===== config.mk =====
export PLATFORM = sky130hd
export DESIGN_NAME = ccp_unit
export DESIGN_NICKNAME = d
export VERILOG_FILES = /design/src/ccp_pkg.sv /design/src/ccp_unit.sv /design/src/ccp_sync.sv
export VERILOG_INCLUDE_DIRS = /design/src
export SDC_FILE = /design/constraint.sdc
export NUM_CORES = 1
export LEC_CHECK = 0
export BUFFER_PORTS_ARGS = -buffer_cell sky130_fd_sc_hd__buf_2
export CAP_MARGIN = 0
export CORE_MARGIN = 2
export CORE_UTILIZATION = 30
export CTS_CLUSTER_SIZE = 28
export DETAILED_ROUTE_END_ITERATION = 16
export PLACE_DENSITY = 0.53
export SYNTH_ARGS = -nofsm -noshare
export SYNTH_HDL_FRONTEND = slang
export SYNTH_HIERARCHICAL = 1
export SYNTH_SLANG_ARGS = --single-unit

===== constraint.sdc =====
create_clock -name mclk -period 4 [get_ports mclk]
set_clock_uncertainty 0.1 [all_clocks]
set_input_delay 0.8 -clock mclk [delete_from_list [all_inputs] [get_ports mclk]]
set_output_delay 0.8 -clock mclk [all_outputs]
set_load 0.02 [all_outputs]

===== src/ccp_map.svh =====
// Purpose: offsets, field positions, reset values and counts for the ccp unit
// Assumes: wishbone word addressing, byte addresses are multiples of four
// Notes:   definitions only
`ifndef CCP_MAP_SVH
`define CCP_MAP_SVH
`define CCP_OFS_CTRL      6'h00
`define CCP_OFS_SRC       6'h04
`define CCP_OFS_VALUE     6'h08
`define CCP_OFS_STATUS    6'h0c
`define CCP_OFS_IEN       6'h10
`define CCP_OFS_PERIOD    6'h14
`define CCP_OFS_PWMCTL    6'h18
`define CCP_OFS_ADCSEL    6'h1c
`define CCP_CTRL_EN       7
`define CCP_CTRL_OUT      5
`define CCP_CTRL_FMT      4
`define CCP_PWMCTL_ON     2
`define CCP_CTRL_RST      8'h00
`define CCP_PERIOD_RST    8'hff
`define CCP_PSC_FOUR      4'h3
`define CCP_PSC_SIXTEEN   4'hf
`endif


===== src/ccp_pkg.sv =====
// Purpose: types shared by the ccp unit
// Assumes: nothing
// Notes:   mode codes follow the control field encoding
package ccp_pkg;
  typedef enum logic [3:0] {
    CCP_M_OFF     = 4'h0,
    CCP_M_CMP_TR  = 4'h1,
    CCP_M_CMP_TG  = 4'h2,
    CCP_M_CAP_ANY = 4'h3,
    CCP_M_CAP_F   = 4'h4,
    CCP_M_CAP_R   = 4'h5,
    CCP_M_CAP_R4  = 4'h6,
    CCP_M_CAP_R16 = 4'h7,
    CCP_M_CMP_SET = 4'h8,
    CCP_M_CMP_CLR = 4'h9,
    CCP_M_CMP_PL  = 4'ha,
    CCP_M_CMP_PLR = 4'hb,
    CCP_M_PWM     = 4'hf
  } ccp_mode_t;
  typedef enum {CCP_BUS_IDLE, CCP_BUS_ACK} ccp_bus_st_t;
endpackage : ccp_pkg


===== src/ccp_unit.sv =====
// Purpose: one capture/compare/pwm channel with wishbone registers
// Assumes: timebase16 count and its increment pulse come from mclk logic
// Notes:   pwm timebase is kept here; pin events are synchronised
//
// Overview of operation
// - capture trigger picked from eight sources by 3-bit select
// - port write to an output pin may itself cause a capture
// - prescaler cleared when disabled, not capturing, or in reset
// - prescaler change does not clear counter; clear control first
// - in sleep, capture works only with externally clocked timebase
// - compare mode checks 16-bit value against timebase count
// - match sets, clears or toggles output and sets event flag
// - every compare mode flags a match and may trigger adc
// - adc trigger on match while flag set and module selected
// - value change before timebase reset cancels that reset
// - control register clear forces compare output latch low
// - module output also offered to other peripherals
// - flagged match with interrupt enabled wakes the device
// - pwm output with up to ten bits of resolution
// - capture on falling, rising, every 4th or 16th rising edge
// - capture copies timebase to value pair and sets flag
// - at period match timer clears, pin sets (stays low if duty is zero), duty loads
// - pin clears when 10-bit time base equals buffered duty
//
// Our own choices: the register offsets and the Wishbone slave port.
`timescale 1ns/100ps
`default_nettype none
`include "ccp_map.svh"
module ccp_unit (
  input  wire logic        mclk,
  input  wire logic        rst,
  input  wire logic        wb_cyc_i,
  input  wire logic        wb_stb_i,
  input  wire logic        wb_we_i,
  input  wire logic [5:0]  wb_adr_i,
  input  wire logic [3:0]  wb_sel_i,
  input  wire logic [31:0] wb_dat_i,
  output var  logic [31:0] wb_dat_o,
  output var  logic        wb_ack_o,
  input  wire logic        routed_pin_input,
  input  wire logic        comparator_one_synced,
  input  wire logic        comparator_two_synced,
  input  wire logic        pin_change_event,
  input  wire logic        logic_cell_one_output,
  input  wire logic        logic_cell_two_output,
  input  wire logic        logic_cell_three_output,
  input  wire logic        logic_cell_four_output,
  input  wire logic        port_write,
  input  wire logic [15:0] timebase16_count,
  input  wire logic        timebase16_tick,
  output var  logic        timebase16_reset,
  output var  logic        pin_out,
  output var  logic        module_out,
  output var  logic        adc_trigger,
  output var  logic        wake_request
);
  typedef struct packed {
    logic [7:0]              ctrl;
    logic [2:0]              src;
    logic [15:0]             value;
    logic                    flag;
    logic                    ien;
    logic [7:0]              period;
    logic [2:0]              pwmctl;
    logic                    adcsel;
    logic                    pwm_flag;
    logic [3:0]              psc;
    logic                    trig_d;
    logic                    out;
    logic [7:0]              tmr;
    logic [1:0]              sub;
    logic [9:0]              duty;
    logic                    cmp_hit;
    logic                    rst_pend;
    logic [15:0]             rst_val;
    logic                    adc;
    logic                    tb_rst;
    logic                    wake;
    logic                    ack;
    logic [31:0]             rdat;
  } ccp_state_t;

  ccp_state_t s_r, s_nxt;
  logic [7:0] pin_sync;
  logic       trig;
  logic       rise, fall, cap_ev, match;
  logic       en;
  logic [9:0] duty_src;
  logic       cmp_ev, pwm_run, pwm_wrap;
  ccp_pkg::ccp_mode_t mode;
  logic       wr, rd;

  // pin side inputs cross into mclk domain
  ccp_sync #(.W(8)) u_sync (
    .mclk (mclk),
    .rst  (rst),
    .d    ({logic_cell_four_output, logic_cell_three_output,
            logic_cell_two_output, logic_cell_one_output,
            pin_change_event, comparator_two_synced,
            comparator_one_synced, routed_pin_input | port_write}),
    .q    (pin_sync)
  );

  // decode of control and source
  always_comb begin
    mode   = ccp_pkg::ccp_mode_t'(s_r.ctrl[3:0]);
    en     = s_r.ctrl[`CCP_CTRL_EN];
    trig   = pin_sync[s_r.src];
    rise   = trig & ~s_r.trig_d;
    fall   = ~trig & s_r.trig_d;
    match  = (timebase16_count == s_r.value);
    duty_src = s_r.ctrl[`CCP_CTRL_FMT] ? s_r.value[15:6] : s_r.value[9:0];
    wr     = wb_cyc_i & wb_stb_i & wb_we_i & ~s_r.ack & wb_sel_i[0];
    rd     = wb_cyc_i & wb_stb_i & ~s_r.ack;
    cap_ev = 1'b0;
    case (mode)
      ccp_pkg::CCP_M_CAP_ANY: cap_ev = rise | fall;
      ccp_pkg::CCP_M_CAP_F:   cap_ev = fall;
      ccp_pkg::CCP_M_CAP_R:   cap_ev = rise;
      ccp_pkg::CCP_M_CAP_R4:  cap_ev = rise && s_r.psc == `CCP_PSC_FOUR;
      ccp_pkg::CCP_M_CAP_R16: cap_ev = rise && s_r.psc == `CCP_PSC_SIXTEEN;
      default:                cap_ev = 1'b0;
    endcase
    cap_ev = cap_ev & en;
    cmp_ev = en && match && !s_r.cmp_hit &&
             mode inside {ccp_pkg::CCP_M_CMP_TR, ccp_pkg::CCP_M_CMP_TG,
                          [ccp_pkg::CCP_M_CMP_SET:ccp_pkg::CCP_M_CMP_PLR]};
    pwm_run  = en && s_r.pwmctl[`CCP_PWMCTL_ON] && mode == ccp_pkg::CCP_M_PWM;
    pwm_wrap = pwm_run && s_r.sub == 2'h3 && s_r.tmr == s_r.period;
  end

  // next state of the whole channel
  always_comb begin
    s_nxt        = s_r;
    s_nxt.trig_d = trig;
    s_nxt.adc    = 1'b0;
    s_nxt.tb_rst = 1'b0;
    s_nxt.ack    = 1'b0;
    s_nxt.wake   = s_r.flag & s_r.ien;
    // prescaler counts rising edges only while capturing
    if (!en || !(mode inside {[ccp_pkg::CCP_M_CAP_ANY:ccp_pkg::CCP_M_CAP_R16]}))
      s_nxt.psc = 4'h0;
    else if (rise && (mode == ccp_pkg::CCP_M_CAP_R4 ||
                      mode == ccp_pkg::CCP_M_CAP_R16)) begin
      if (cap_ev)
        s_nxt.psc = 4'h0;
      else
        s_nxt.psc = s_r.psc + 4'h1;
    end
    // capture copies timebase, later events overwrite
    if (cap_ev) begin
      s_nxt.value = timebase16_count;
      s_nxt.flag  = 1'b1;
    end
    // compare acts once per timebase step
    s_nxt.cmp_hit = s_r.cmp_hit;
    if (timebase16_tick)
      s_nxt.cmp_hit = 1'b0;
    if (cmp_ev) begin
      s_nxt.cmp_hit = 1'b1;
      s_nxt.flag    = 1'b1;
      s_nxt.adc     = s_r.adcsel;
      case (mode)
        ccp_pkg::CCP_M_CMP_TG,
        ccp_pkg::CCP_M_CMP_TR:  s_nxt.out = ~s_r.out;
        ccp_pkg::CCP_M_CMP_SET: s_nxt.out = 1'b1;
        ccp_pkg::CCP_M_CMP_CLR: s_nxt.out = 1'b0;
        default:                s_nxt.out = 1'b1;       // pulse high
      endcase
      if (mode == ccp_pkg::CCP_M_CMP_TR || mode == ccp_pkg::CCP_M_CMP_PLR) begin
        s_nxt.rst_pend = 1'b1;
        s_nxt.rst_val  = s_r.value;
      end
    end else if (mode inside {ccp_pkg::CCP_M_CMP_PL, ccp_pkg::CCP_M_CMP_PLR}
                 && s_r.out && !match)
      s_nxt.out = 1'b0;                                 // end of pulse
    // timebase reset one edge later, dropped if value moved
    if (s_r.rst_pend) begin
      s_nxt.rst_pend = 1'b0;
      s_nxt.tb_rst   = (s_r.value == s_r.rst_val);
    end
    // pwm timebase with period and duty buffer
    if (pwm_run) begin
      s_nxt.sub = s_r.sub + 2'h1;
      if (pwm_wrap) begin
        s_nxt.tmr      = 8'h00;
        s_nxt.duty     = duty_src;
        s_nxt.out      = (duty_src != 10'h000);
        s_nxt.pwm_flag = 1'b1;
      end else if (s_r.sub == 2'h3)
        s_nxt.tmr = s_r.tmr + 8'h01;
      // clear as the next base value reaches the buffered duty
      if ({s_nxt.tmr, s_nxt.sub} == s_nxt.duty)
        s_nxt.out = 1'b0;
    end
    // bus writes; hardware sets of flag and pwm_flag win over software clears
    if (wr) begin
      case (wb_adr_i)
        `CCP_OFS_CTRL: begin
          s_nxt.ctrl = wb_dat_i[7:0] & 8'h9f;
          if (wb_dat_i[7:0] == `CCP_CTRL_RST)
            s_nxt.out = 1'b0;
        end
        `CCP_OFS_SRC:    s_nxt.src = wb_dat_i[2:0];
        `CCP_OFS_VALUE:  if (!cap_ev) s_nxt.value = wb_dat_i[15:0];
        `CCP_OFS_STATUS: begin
          if (wb_dat_i[0] && !cap_ev && !cmp_ev)
            s_nxt.flag = 1'b0;
          if (wb_dat_i[1] && !pwm_wrap)
            s_nxt.pwm_flag = 1'b0;
        end
        `CCP_OFS_IEN:    s_nxt.ien    = wb_dat_i[0];
        `CCP_OFS_PERIOD: s_nxt.period = wb_dat_i[7:0];
        `CCP_OFS_PWMCTL: s_nxt.pwmctl = wb_dat_i[2:0];
        `CCP_OFS_ADCSEL: s_nxt.adcsel = wb_dat_i[0];
        default: ;
      endcase
    end
    // read data and single cycle ack
    if (rd) begin
      s_nxt.ack = 1'b1;
      case (wb_adr_i)
        `CCP_OFS_CTRL:   s_nxt.rdat = {24'h0, s_r.ctrl[7:6], s_r.out,
                                       s_r.ctrl[4:0]};
        `CCP_OFS_SRC:    s_nxt.rdat = {29'h0, s_r.src};
        `CCP_OFS_VALUE:  s_nxt.rdat = {16'h0, s_r.value};
        `CCP_OFS_STATUS: s_nxt.rdat = {30'h0, s_r.pwm_flag, s_r.flag};
        `CCP_OFS_IEN:    s_nxt.rdat = {31'h0, s_r.ien};
        `CCP_OFS_PERIOD: s_nxt.rdat = {24'h0, s_r.period};
        `CCP_OFS_PWMCTL: s_nxt.rdat = {29'h0, s_r.pwmctl};
        `CCP_OFS_ADCSEL: s_nxt.rdat = {31'h0, s_r.adcsel};
        default:         s_nxt.rdat = 32'h0;
      endcase
    end
  end

  // the one state register
  always_ff @(posedge mclk or posedge rst) begin
    if (rst) begin
      s_r        <= '0;
      s_r.period <= `CCP_PERIOD_RST;
    end else
      s_r <= s_nxt;
  end

  // outputs straight from state flops
  always_comb begin
    wb_dat_o         = s_r.rdat;
    wb_ack_o         = s_r.ack;
    pin_out          = s_r.out;
    module_out       = s_r.out;
    adc_trigger      = s_r.adc;
    timebase16_reset = s_r.tb_rst;
    wake_request     = s_r.wake;
  end

  property p_cap_copy;
    @(posedge mclk) disable iff (rst)
      cap_ev |=> s_r.flag && s_r.value == $past(timebase16_count);
  endproperty
  a_cap_copy: assert property (p_cap_copy) else $error("capture lost");

  property p_psc_clear;
    @(posedge mclk) disable iff (rst)
      !en |=> s_r.psc == 4'h0;
  endproperty
  a_psc_clear: assert property (p_psc_clear) else $error("psc kept");

  property p_once;
    @(posedge mclk) disable iff (rst)
      s_r.cmp_hit && !timebase16_tick |=> !adc_trigger;
  endproperty
  a_once: assert property (p_once) else $error("double match");

  property p_adc_sel;
    @(posedge mclk) disable iff (rst)
      adc_trigger |-> s_r.adcsel && s_r.flag;
  endproperty
  a_adc_sel: assert property (p_adc_sel) else $error("bad adc");

  property p_tbrst;
    @(posedge mclk) disable iff (rst)
      timebase16_reset |-> $past(s_r.rst_pend) &&
                           $past(s_r.value) == $past(s_r.rst_val);
  endproperty
  a_tbrst: assert property (p_tbrst) else $error("bad tb reset");

  property p_set;
    @(posedge mclk) disable iff (rst)
      en && match && !s_r.cmp_hit && mode == ccp_pkg::CCP_M_CMP_SET && !wr
        |=> pin_out && s_r.flag;
  endproperty
  a_set: assert property (p_set) else $error("set mode");

  property p_clr;
    @(posedge mclk) disable iff (rst)
      wr && wb_adr_i == `CCP_OFS_CTRL && wb_dat_i[7:0] == 8'h00 |=> !pin_out;
  endproperty
  a_clr: assert property (p_clr) else $error("latch not low");

  property p_wake;
    @(posedge mclk) disable iff (rst)
      s_r.flag && s_r.ien |=> wake_request;
  endproperty
  a_wake: assert property (p_wake) else $error("no wake");

  property p_period;
    @(posedge mclk) disable iff (rst)
      en && mode == ccp_pkg::CCP_M_PWM && s_r.pwmctl[`CCP_PWMCTL_ON]
        && s_r.sub == 2'h3 && s_r.tmr == s_r.period && !wr |=> s_r.tmr == 8'h00;
  endproperty
  a_period: assert property (p_period) else $error("no wrap");
endmodule : ccp_unit
`default_nettype wire


===== src/ccp_sync.sv =====
// Purpose: two flop synchroniser for pin level inputs
// Assumes: inputs are asynchronous to mclk
// Notes:   first stage feeds only the second
`timescale 1ns/100ps
`default_nettype none
module ccp_sync #(
  parameter int W = 1
) (
  input  wire logic         mclk,
  input  wire logic         rst,
  input  wire logic [W-1:0] d,
  output var  logic [W-1:0] q
);
  logic [W-1:0] meta_r;
  // two stage capture
  always_ff @(posedge mclk or posedge rst) begin
    if (rst) begin
      meta_r <= '0;
      q      <= '0;
    end else begin
      meta_r <= d;
      q      <= meta_r;
    end
  end
endmodule : ccp_sync
`default_nettype wire


After elaboration in Yosys (flattened, before gate mapping)
Cells that the tools add are included.
{ "totals": {"out_inout_bits": 38, "ram_bits": 0, "regBits": 136, "input_bits": 73, "mem_count": 0, "romBits": 0, "word_cells": 161, "latch_bits": 0} }
{ "op_classes": {"shift": 0, "mul": 0, "n_eq_ne": 25, "addsub": 3, "n_lt_le_gt_ge": 5, "bitwise_logic": 15, "mux": 43, "n_reduce_logical": 45, "div": 0} }
{ "op_table": {"columns": ["cell", "count"], "rows": [
  ["16-bit one-hot mux with 8 select lines", 1],
  ["17-bit 2-to-1 mux", 2],
  ["33-bit 2-to-1 mux", 1],
  ["16-bit == test", 2],
  ["16-bit 2-to-1 mux", 2],
  ["8-bit 2-to-1 mux", 4],
  ["31-bit 2-to-1 mux", 1],
  ["10-bit 2-to-1 mux", 3],
  ["6-bit by 5-bit == test with 1-bit output (second input constant)", 4],
  ["21-bit 2-to-1 mux", 1],
  ["4-bit == test (second input constant)", 5],
  ["1-bit 2-to-1 mux", 20],
  ["19-bit 2-to-1 mux", 1],
  ["1-bit logical AND", 17],
  ["4-bit by 3-bit == test with 1-bit output (second input constant)", 4],
  ["2-bit AND reduction", 8],
  ["4-bit by 2-bit == test with 1-bit output (second input constant)", 3],
  ["6-bit by 4-bit == test with 1-bit output (second input constant)", 2],
  ["4-bit 2-to-1 mux", 3],
  ["10-bit == test", 1],
  ["10-bit nonzero test", 1],
  ["2-bit nonzero test", 5],
  ["1-bit bitwise AND", 9],
  ["8-bit by 1-bit adder with 8-bit output (second input constant)", 1],
  ["23 further kinds", 35]
]} }

Longest topological paths before layout
Gate-level depths: netlist of run 1.
{ "logic_depth": {"depth_word": 13, "ltp_mapped": 10, "ltp_nobuf": 9} }

Modules after synthesis
Netlist of run 1, hierarchy kept.
{ "modules_own_cells": {"columns": ["module", "seq_area_each_um2", "area_each_um2", "cells_each", "instances"], "rows": [
  ["ccp_unit", 2612.5, 5993.2, 582, 1],
  ["ccp_sync", 400.4, 404.1, 17, 1]
]} }

Worst setup path before layout of run 1
Ideal clock, no wire load.
{ "synth_path": {"path_type": "input port to flip-flop", "start": "input timebase16_count[15]", "end": "register s_r[38] (netlist name)", "setup_ps": 125, "path_buffers": 2, "t_required_ps": 3775, "setup_slack_ps": 1445, "path_stages": 8, "arrival_time_ps": 2330, "cell_sequence": "xnor2_1 -> nand4_1 -> nor4_2 -> nor2b_2 -> and4_1 -> buf_6 -> buf_12 -> mux2_4"} }
{ "synth_via": {"elab_chain_cells": 5} }
{ "synth_lines": {"columns": ["element", "line_no", "text"], "rows": [
  ["start, declared", "ccp_unit.sv:49", "input wire logic [15:0] timebase16_count,"],
  ["16-bit == test", "ccp_unit.sv:111", "match = (timebase16_count == s_r.value);"],
  ["1-bit logical AND (2 in series)", "ccp_unit.sv:125", "cmp_ev = en && match && !s_r.cmp_hit &&"],
  ["1-bit logical AND", "ccp_unit.sv:126", "mode inside {ccp_pkg::CCP_M_CMP_TR, ccp_pkg::CCP_M_CMP_TG,"],
  ["2-bit AND reduction (no source line)", null, null],
  ["end signal, assigned", "ccp_unit.sv:243", "s_r <= s_nxt;"],
  ["end, declared", "ccp_unit.sv:83", "ccp_state_t s_r, s_nxt;"]
]} }
No other way between the ends.
A chain may end at the register's enable or synchronous reset.

Worst setup path after layout of run 1
{ "layout_path": {"start": "register s_r[110] (netlist name)", "end": "register s_r[48] (netlist name)"} }
{ "layout_via": {"elab_chain_cells": 5} }
{ "layout_lines": {"columns": ["element", "line_no"], "rows": [
  ["16-bit == test", "ccp_unit.sv:111"],
  ["1-bit logical AND (2 in series)", "ccp_unit.sv:125"],
  ["1-bit logical AND", "ccp_unit.sv:126"],
  ["2-bit AND reduction (no source line)", null]
]} }
No other way between the ends.

==> results of run 1 <==
-- final cells by class --
type / instances / area share [%]
Sequential cell: 120 / 41.00
Tap cell: 275 / 4.682
Timing Repair Buffer: 83 / 6.096
Clock inverter: 10 / 1.277
Clock buffer: 22 / 6.589
Multi-Input combinational cell: 400 / 39.45
Inverter: 17 / 0.9024
-- routing by layer --
layer | part of all wire, % | global-route usage (%)
met5 | 0 | 0
met1 | 48 | 18.21
met3 | 4.5 | 3.628
met2 | 46 | 22.74
met4 | 1.7 | 5.236
-- stage by stage --
step / power, mW / utilization (%) / std cells
floorplan: 1.400 / - / 614
global placement: 1.451 / 32.31 / 895
detailed placement: 1.455 / 32.31 / 895
CTS: 2.947 / 35.07 / 927
global route: 3.025 / 35.07 / 927
finish: 2.909 / 35.07 / 927
-- power breakdown --
| group | switching, mW | internal, mW | total [mW] | leakage, nW |
|---|---|---|---|---|
| Clock | 0.557 | 0.918 | 1.48 | 0.267 |
| Sequential | 0.0275 | 1.24 | 1.27 | 1.60 |
| Combinational | 0.105 | 0.0627 | 0.168 | 1.48 |
-- worst max path at each step --
stage / startpoint / endpoint / slack (ns) / depth (start not counted)
finish: s_r[110] / s_r[48] / 1.08 / 7
global route: s_r[110] / s_r[37] / 0.93 / 7
CTS: s_r[99] / s_r[48] / 1.09 / 7
detailed placement: timebase16_count[5] / s_r[47] / 0.78 / 8
global placement: timebase16_count[10] / s_r[49] / 0.80 / 8
floorplan: rst / adc_trigger / 0.38 / 1
-- synth_stat cells, types with 3 or more instances --
cell type,n
nor3_1,5
dfrtp_1,112
buf_4,35
nand2b_1,6
a21oi_1,16
and2_1,3
a221oi_1,3
mux2i_1,31
clkbuf_1,16
o21ai_0,37
buf_2,19
ha_1,5
dfstp_2,8
inv_1,17
or2_2,3
a21o_1,3
xor2_1,7
nand4_1,14
buf_6,4
mux2_2,34
a222oi_1,5
nand2_1,48
o211ai_1,3
a22o_1,9
mux2_4,9
nor4_1,7
nor2b_1,3
nor2_1,36
nand3_1,9
xnor2_1,50
-- registers in the layout (all words and copies together), names as in the netlist --
signal,cells
adc_trigger,1
en,1
mode,4
module_out,1
s_r,78
timebase16_reset,1
u_sync/meta_r,8
u_sync/q,8
wake_request,1
wb_ack_o,1
wb_dat_o,16
-- cell families (layout without fill, tap and decap cells) --
family | after synthesis | in the layout | synth area share, %
simple gates | 149 | 149 | 11.72
flops | 120 | 120 | 47.10
compound gates | 97 | 97 | 10.03
buf+inv | 94 | 132 | 8.664
mux | 76 | 76 | 13.65
xor+xnor | 57 | 57 | 7.804
fa+ha+maj | 5 | 5 | 0.9779
other cells | 1 | 16 | 0.05862
-- placed cells by master, fill, tap and decap left out, types with 17 or more instances in the layout --
cell / n
buf_2: 75
clkbuf_16: 17
nor2_1: 36
dfrtp_1: 112
xnor2_1: 50
o21ai_0: 37
mux2i_1: 31
mux2_2: 34
nand2_1: 48
==> flow_metrics.py, run 1 <==
metrics = {
    "critical_path": {
        "crit_required_ns": 4.20,
        "reg2reg_slack_ns": 1.08,
        "critPathMaxStageDelay_ns": 0.58,
        "crit_path_end_kind": "register",
        "crit_path_start_kind": "register",
        "cp_top_family": "simple AND/OR/NAND/NOR gates",
        "cp_slowest_cell": "dfrtp_1",
        "critPathMaxFanout": 17,
        "worstReg2RegStart": "s_r[110]",
        "path_buf_inv": 1,
        "cp_cell_sequence": "xnor2_1, nand4_1, nor4_2, nor2b_2, and4_1, buf_4, mux2_2",
        "reg2reg_depth": 7,
        "crit_type": "reg2reg",
        "arrival_ns": 3.11,
        "rr_endpoint": "s_r[48]",
    },
    "timing": {
        "tightest_slew_ns": 0.8161,
        "tns_ns": 0,
        "rsz0062_at_grt": "false",
        "post-route-period-util_pct": 72.93,
        "hold_viol_final": 0,
        "slew_headroom_pct": 45.59,
        "whs_ns": 0.2461,
        "finalCriticalPeriod_ns": 2.917,
        "slew_violations": 0,
        "final-setup-viol-count": 0,
        "fmax_mhz": 342.8,
        "worst_slack_ns": 1.083,
    },
    "die": {
        "io-pin-count": 111,
        "die_w_um": 150.0,
        "die_area_um2": 22510,
        "start_util_pct": 30.53,
        "core_area_um2": 20960,
        "die_h_um": 150.0,
        "rows": 53,
    },
    "global_routing": {
        "overflow": 0,
        "antenna_found_initial": 0,
        "grtUsageTotal_pct": 14.10,
        "grt_pass1_wl_um": 24210,
        "grt_pass1_vias": 4508,
        "grt_start_max_net_pins": 64,
    },
    "clock_tree": {
        "path_clk_slew_ns": 0.05,
        "cts_resized": 0,
        "clk-insertion-delay-late_ns": 0.42,
        "postCtsSetupRepairBufs": 0,
        "htree_levels": 4,
        "cts_tree": "yes",
        "cts_sinks": 120,
        "clock_path_buffers": 2,
        "cts_buffers": 17,
        "cts_root_buffer": "clkbuf_16",
        "cts_hold_buffers": 0,
    },
    "hold_path": {
        "min-delay-start": "u_sync/meta_r[3]",
        "hold-path-endpoint": "u_sync/q[3]",
        "min_path_type": "reg2reg",
        "worstHoldPathCells": 0,
    },
    "final_layout": {
        "drive_gt1_share_pct": 27.61,
        "n_fill_cell": 2113,
        "fin_area_um2": 7348,
        "multi_input_area_um2": 2899,
        "seqCellArea_um2": 3013,
        "final_nets": 717,
        "area_growth_syn_to_layout_pct": 14.86,
        "n_antenna_cell": 0,
    },
    "detailed_routing": {
        "wl_per_cell_um": 16.31,
        "wirelength_um": 15120,
        "via_per_inst": 4.825,
        "post-route-drc-count": 0,
        "drt_iter0_markers": 304,
        "drt-pass1-iter-count": 4,
        "ant_nets": 0,
        "vias": 4473,
    },
    "logic_synthesis": {
        "netlist_area_um2": 6397,
        "synth_edf_count": 0,
        "synth.distinct_cells": 60,
        "synthArstFlopShare_pct": 100.0,
        "syn_area_per_cell_um2": 10.68,
        "ys_top_cells_by_area": "dfrtp_1 44%, xnor2_1 6.8%, mux2_2 6.0%",
        "synth_top_cell_by_area": "dfrtp_1",
        "ys_ff_latch": 120,
        "ys_seq_area_share_pct": 47.10,
        "synthFlopType": "dfrtp_1",
        "synth_top_cell_area_share_pct": 43.81,
        "synth_warnings": 6,
        "postSynthCellCount": 599,
    },
    "placed_design": {
        "gp_congestion": 0.8109,
        "dp_slack_ns": 0.7800,
        "numPortBuffers": 75,
        "place_area_um2": 6770,
        "hpwl_um": 10840,
    },
    "power": {
        "ir_drop_v": 0.0002798,
        "power_density_nw_per_um2": 395.8,
        "p_leak_nw": 3.345,
    },
    "run_status": {
        "status": "completed",
    },
    "flow_run": {
        "drv_cap": 0,
    },
}
Note: power is estimated with default switching activity, not from simulation.
==> run 2: changes to the inputs <==
Clock period 4 ns to 2.75 ns, I/O delays scaled along.
==> run 2 against run 1 <==
Sequential share of layout area down 1.5 points. Clock power increased by 59%. Worst setup slack worse by 0.88 ns. Non-clock buffer count is 27 higher. Die area did not move. Combinational power grew 64%. Clock-buffer cell count fell by 2. First-iteration DRC count up 1.6%. Maximum frequency up 14%. Total power up 53%. Register-to-register slack worse by 0.88 ns. Global-route usage increased by 0.94 points.
==> flow_metrics.py, run 2 (synthesis results as in run 1) <==
metrics = {
    "global_routing": {
        "grt_pass1_wl_um": 25740,
        "grtUsageTotal_pct": 15.04,
        "grt_start_max_net_pins": 36,
        "antenna_found_initial": 0,
        "overflow": 0,
        "grt_pass1_vias": 4724,
    },
    "clock_tree": {
        "cts_sinks": 120,
        "cts_hold_buffers": 0,
        "clk-insertion-delay-late_ns": 0.42,
        "path_clk_slew_ns": 0.06,
        "cts_resized": 0,
        "htree_levels": 4,
        "postCtsSetupRepairBufs": 0,
        "cts_root_buffer": "clkbuf_16",
        "cts_tree": "yes",
        "clock_path_buffers": 2,
        "cts_buffers": 17,
    },
    "timing": {
        "tns_ns": 0,
        "final-setup-viol-count": 0,
        "tightest_slew_ns": 0.8229,
        "post-route-period-util_pct": 92.69,
        "slew_violations": 0,
        "finalCriticalPeriod_ns": 2.549,
        "whs_ns": 0.1103,
        "fmax_mhz": 392.3,
        "worst_slack_ns": 0.2010,
        "hold_viol_final": 0,
        "rsz0062_at_grt": "false",
        "slew_headroom_pct": 45.03,
    },
    "critical_path": {
        "crit_path_start_kind": "register",
        "arrival_ns": 2.77,
        "worstReg2RegStart": "s_r[64]",
        "crit_path_end_kind": "register",
        "crit_type": "reg2reg",
        "reg2reg_depth": 7,
        "reg2reg_slack_ns": 0.20,
        "rr_endpoint": "module_out",
        "critPathMaxFanout": 7,
        "crit_required_ns": 2.98,
    },
    "final_layout": {
        "largest_reg_flops": 78,
        "fin_cells": 954,
        "drive_gt1_share_pct": 30.49,
        "layout_commonest_cell": "dfrtp_1",
        "n_antenna_cell": 0,
        "seqCellArea_um2": 3014,
        "regMostFlops": "s_r",
        "n_fill_cell": 2098,
        "final_nets": 744,
        "multi_input_area_um2": 2899,
        "area_growth_syn_to_layout_pct": 19.13,
        "layout_common_cells": "111 x dfrtp_1, 75 x buf_2, 50 x xnor2_1, 48 x nand2_1, 37 x o21ai_0",
    },
    "flow_run": {
        "drv_cap": 0,
    },
    "die": {
        "io-pin-count": 111,
        "die_w_um": 150.0,
        "start_util_pct": 30.53,
        "rows": 53,
        "die_h_um": 150.0,
        "core_area_um2": 20960,
        "die_area_um2": 22510,
    },
    "power": {
        "p_switching_mw": 1.014,
        "ir_drop_v": 0.0003662,
        "clockPowerShare_pct": 52.9,
        "p_int_mw": 3.440,
        "swShare_pct": 22.76,
        "power_frac_comb_pct": 6.2,
        "p_leak_nw": 3.514,
        "power_density_nw_per_um2": 584.5,
        "power_frac_seq_pct": 40.9,
    },
    "detailed_routing": {
        "drt-pass1-iter-count": 4,
        "wirelength_um": 15810,
        "wl_per_cell_um": 16.57,
        "ant_nets": 0,
        "drt_iter0_markers": 309,
        "post-route-drc-count": 0,
        "via_per_inst": 4.702,
        "vias": 4486,
    },
    "run_status": {
        "status": "completed",
    },
    "placed_design": {
        "dp_slack_ns": 0.1166,
        "dp_cells": 922,
        "gp_congestion": 0.8092,
        "numPortBuffers": 75,
        "hpwl_um": 11670,
    },
    "hold_path": {
        "min_path_type": "in2async",
    },
}
[run 2: worst max-delay path, stage by stage (launching register included)]
cell and delay (ns):
dfrtp_1 0.43, ha_1 0.34, inv_1 0.08, or3_4 0.43
nor3_4 0.36, mux2_2 0.40, xnor2_1 0.13, a211oi_1 0.20
[run 2: how the worst max path moves through the flow]
stage | slack (ns) | start | end | depth (start not counted)
floorplan | 0.20 | s_r[111] | s_r[106] | 9
global placement | 0.16 | timebase16_count[3] | s_r[48] | 9
detailed placement | 0.12 | timebase16_count[3] | s_r[36] | 9
CTS | 0.18 | s_r[111] | s_r[94] | 9
global route | 0.02 | s_r[64] | module_out | 7
finish | 0.20 | s_r[64] | module_out | 7
[run 2: stage by stage]
stage | utilization (%) | area (um^2) | power, mW
final | 36.37 | 7621 | 4.454
after CTS | 36.36 | 7620 | 4.507
after global placement | 33.40 | 6999 | 2.127
after floorplan | - | 6457 | 2.037
after detailed placement | 33.40 | 6999 | 2.134
after global routing | 36.37 | 7621 | 4.624
[run 2: area by class of cell]
class	instances	share of cell area, %
tap	275	4.515
clock buffer	20	5.861
inverter	17	0.8866
multi-input combinational	400	38.04
clock inverter	12	2.282
timing repair buffer	110	8.866
sequential	120	39.55
[run 2: power by group through the flow]
stage	Sequential, mW	Combinational (mW)	Clock, mW
CTS	1.82	0.281	2.40
global placement	1.85	0.274	0
floorplan	1.84	0.195	0
detailed placement	1.85	0.280	0
global route	1.83	0.308	2.49
finish	1.82	0.276	2.35
[run 2: routing by layer]
layer / vias up / GRT usage, % / wire, um
met4: 0 / 5.896 / 189
met2: 108 / 24.59 / 7646
met5: - / 0 / 0
li1: 2174 / - / -
met3: 12 / 2.957 / 688
met1: 2192 / 19.60 / 7285
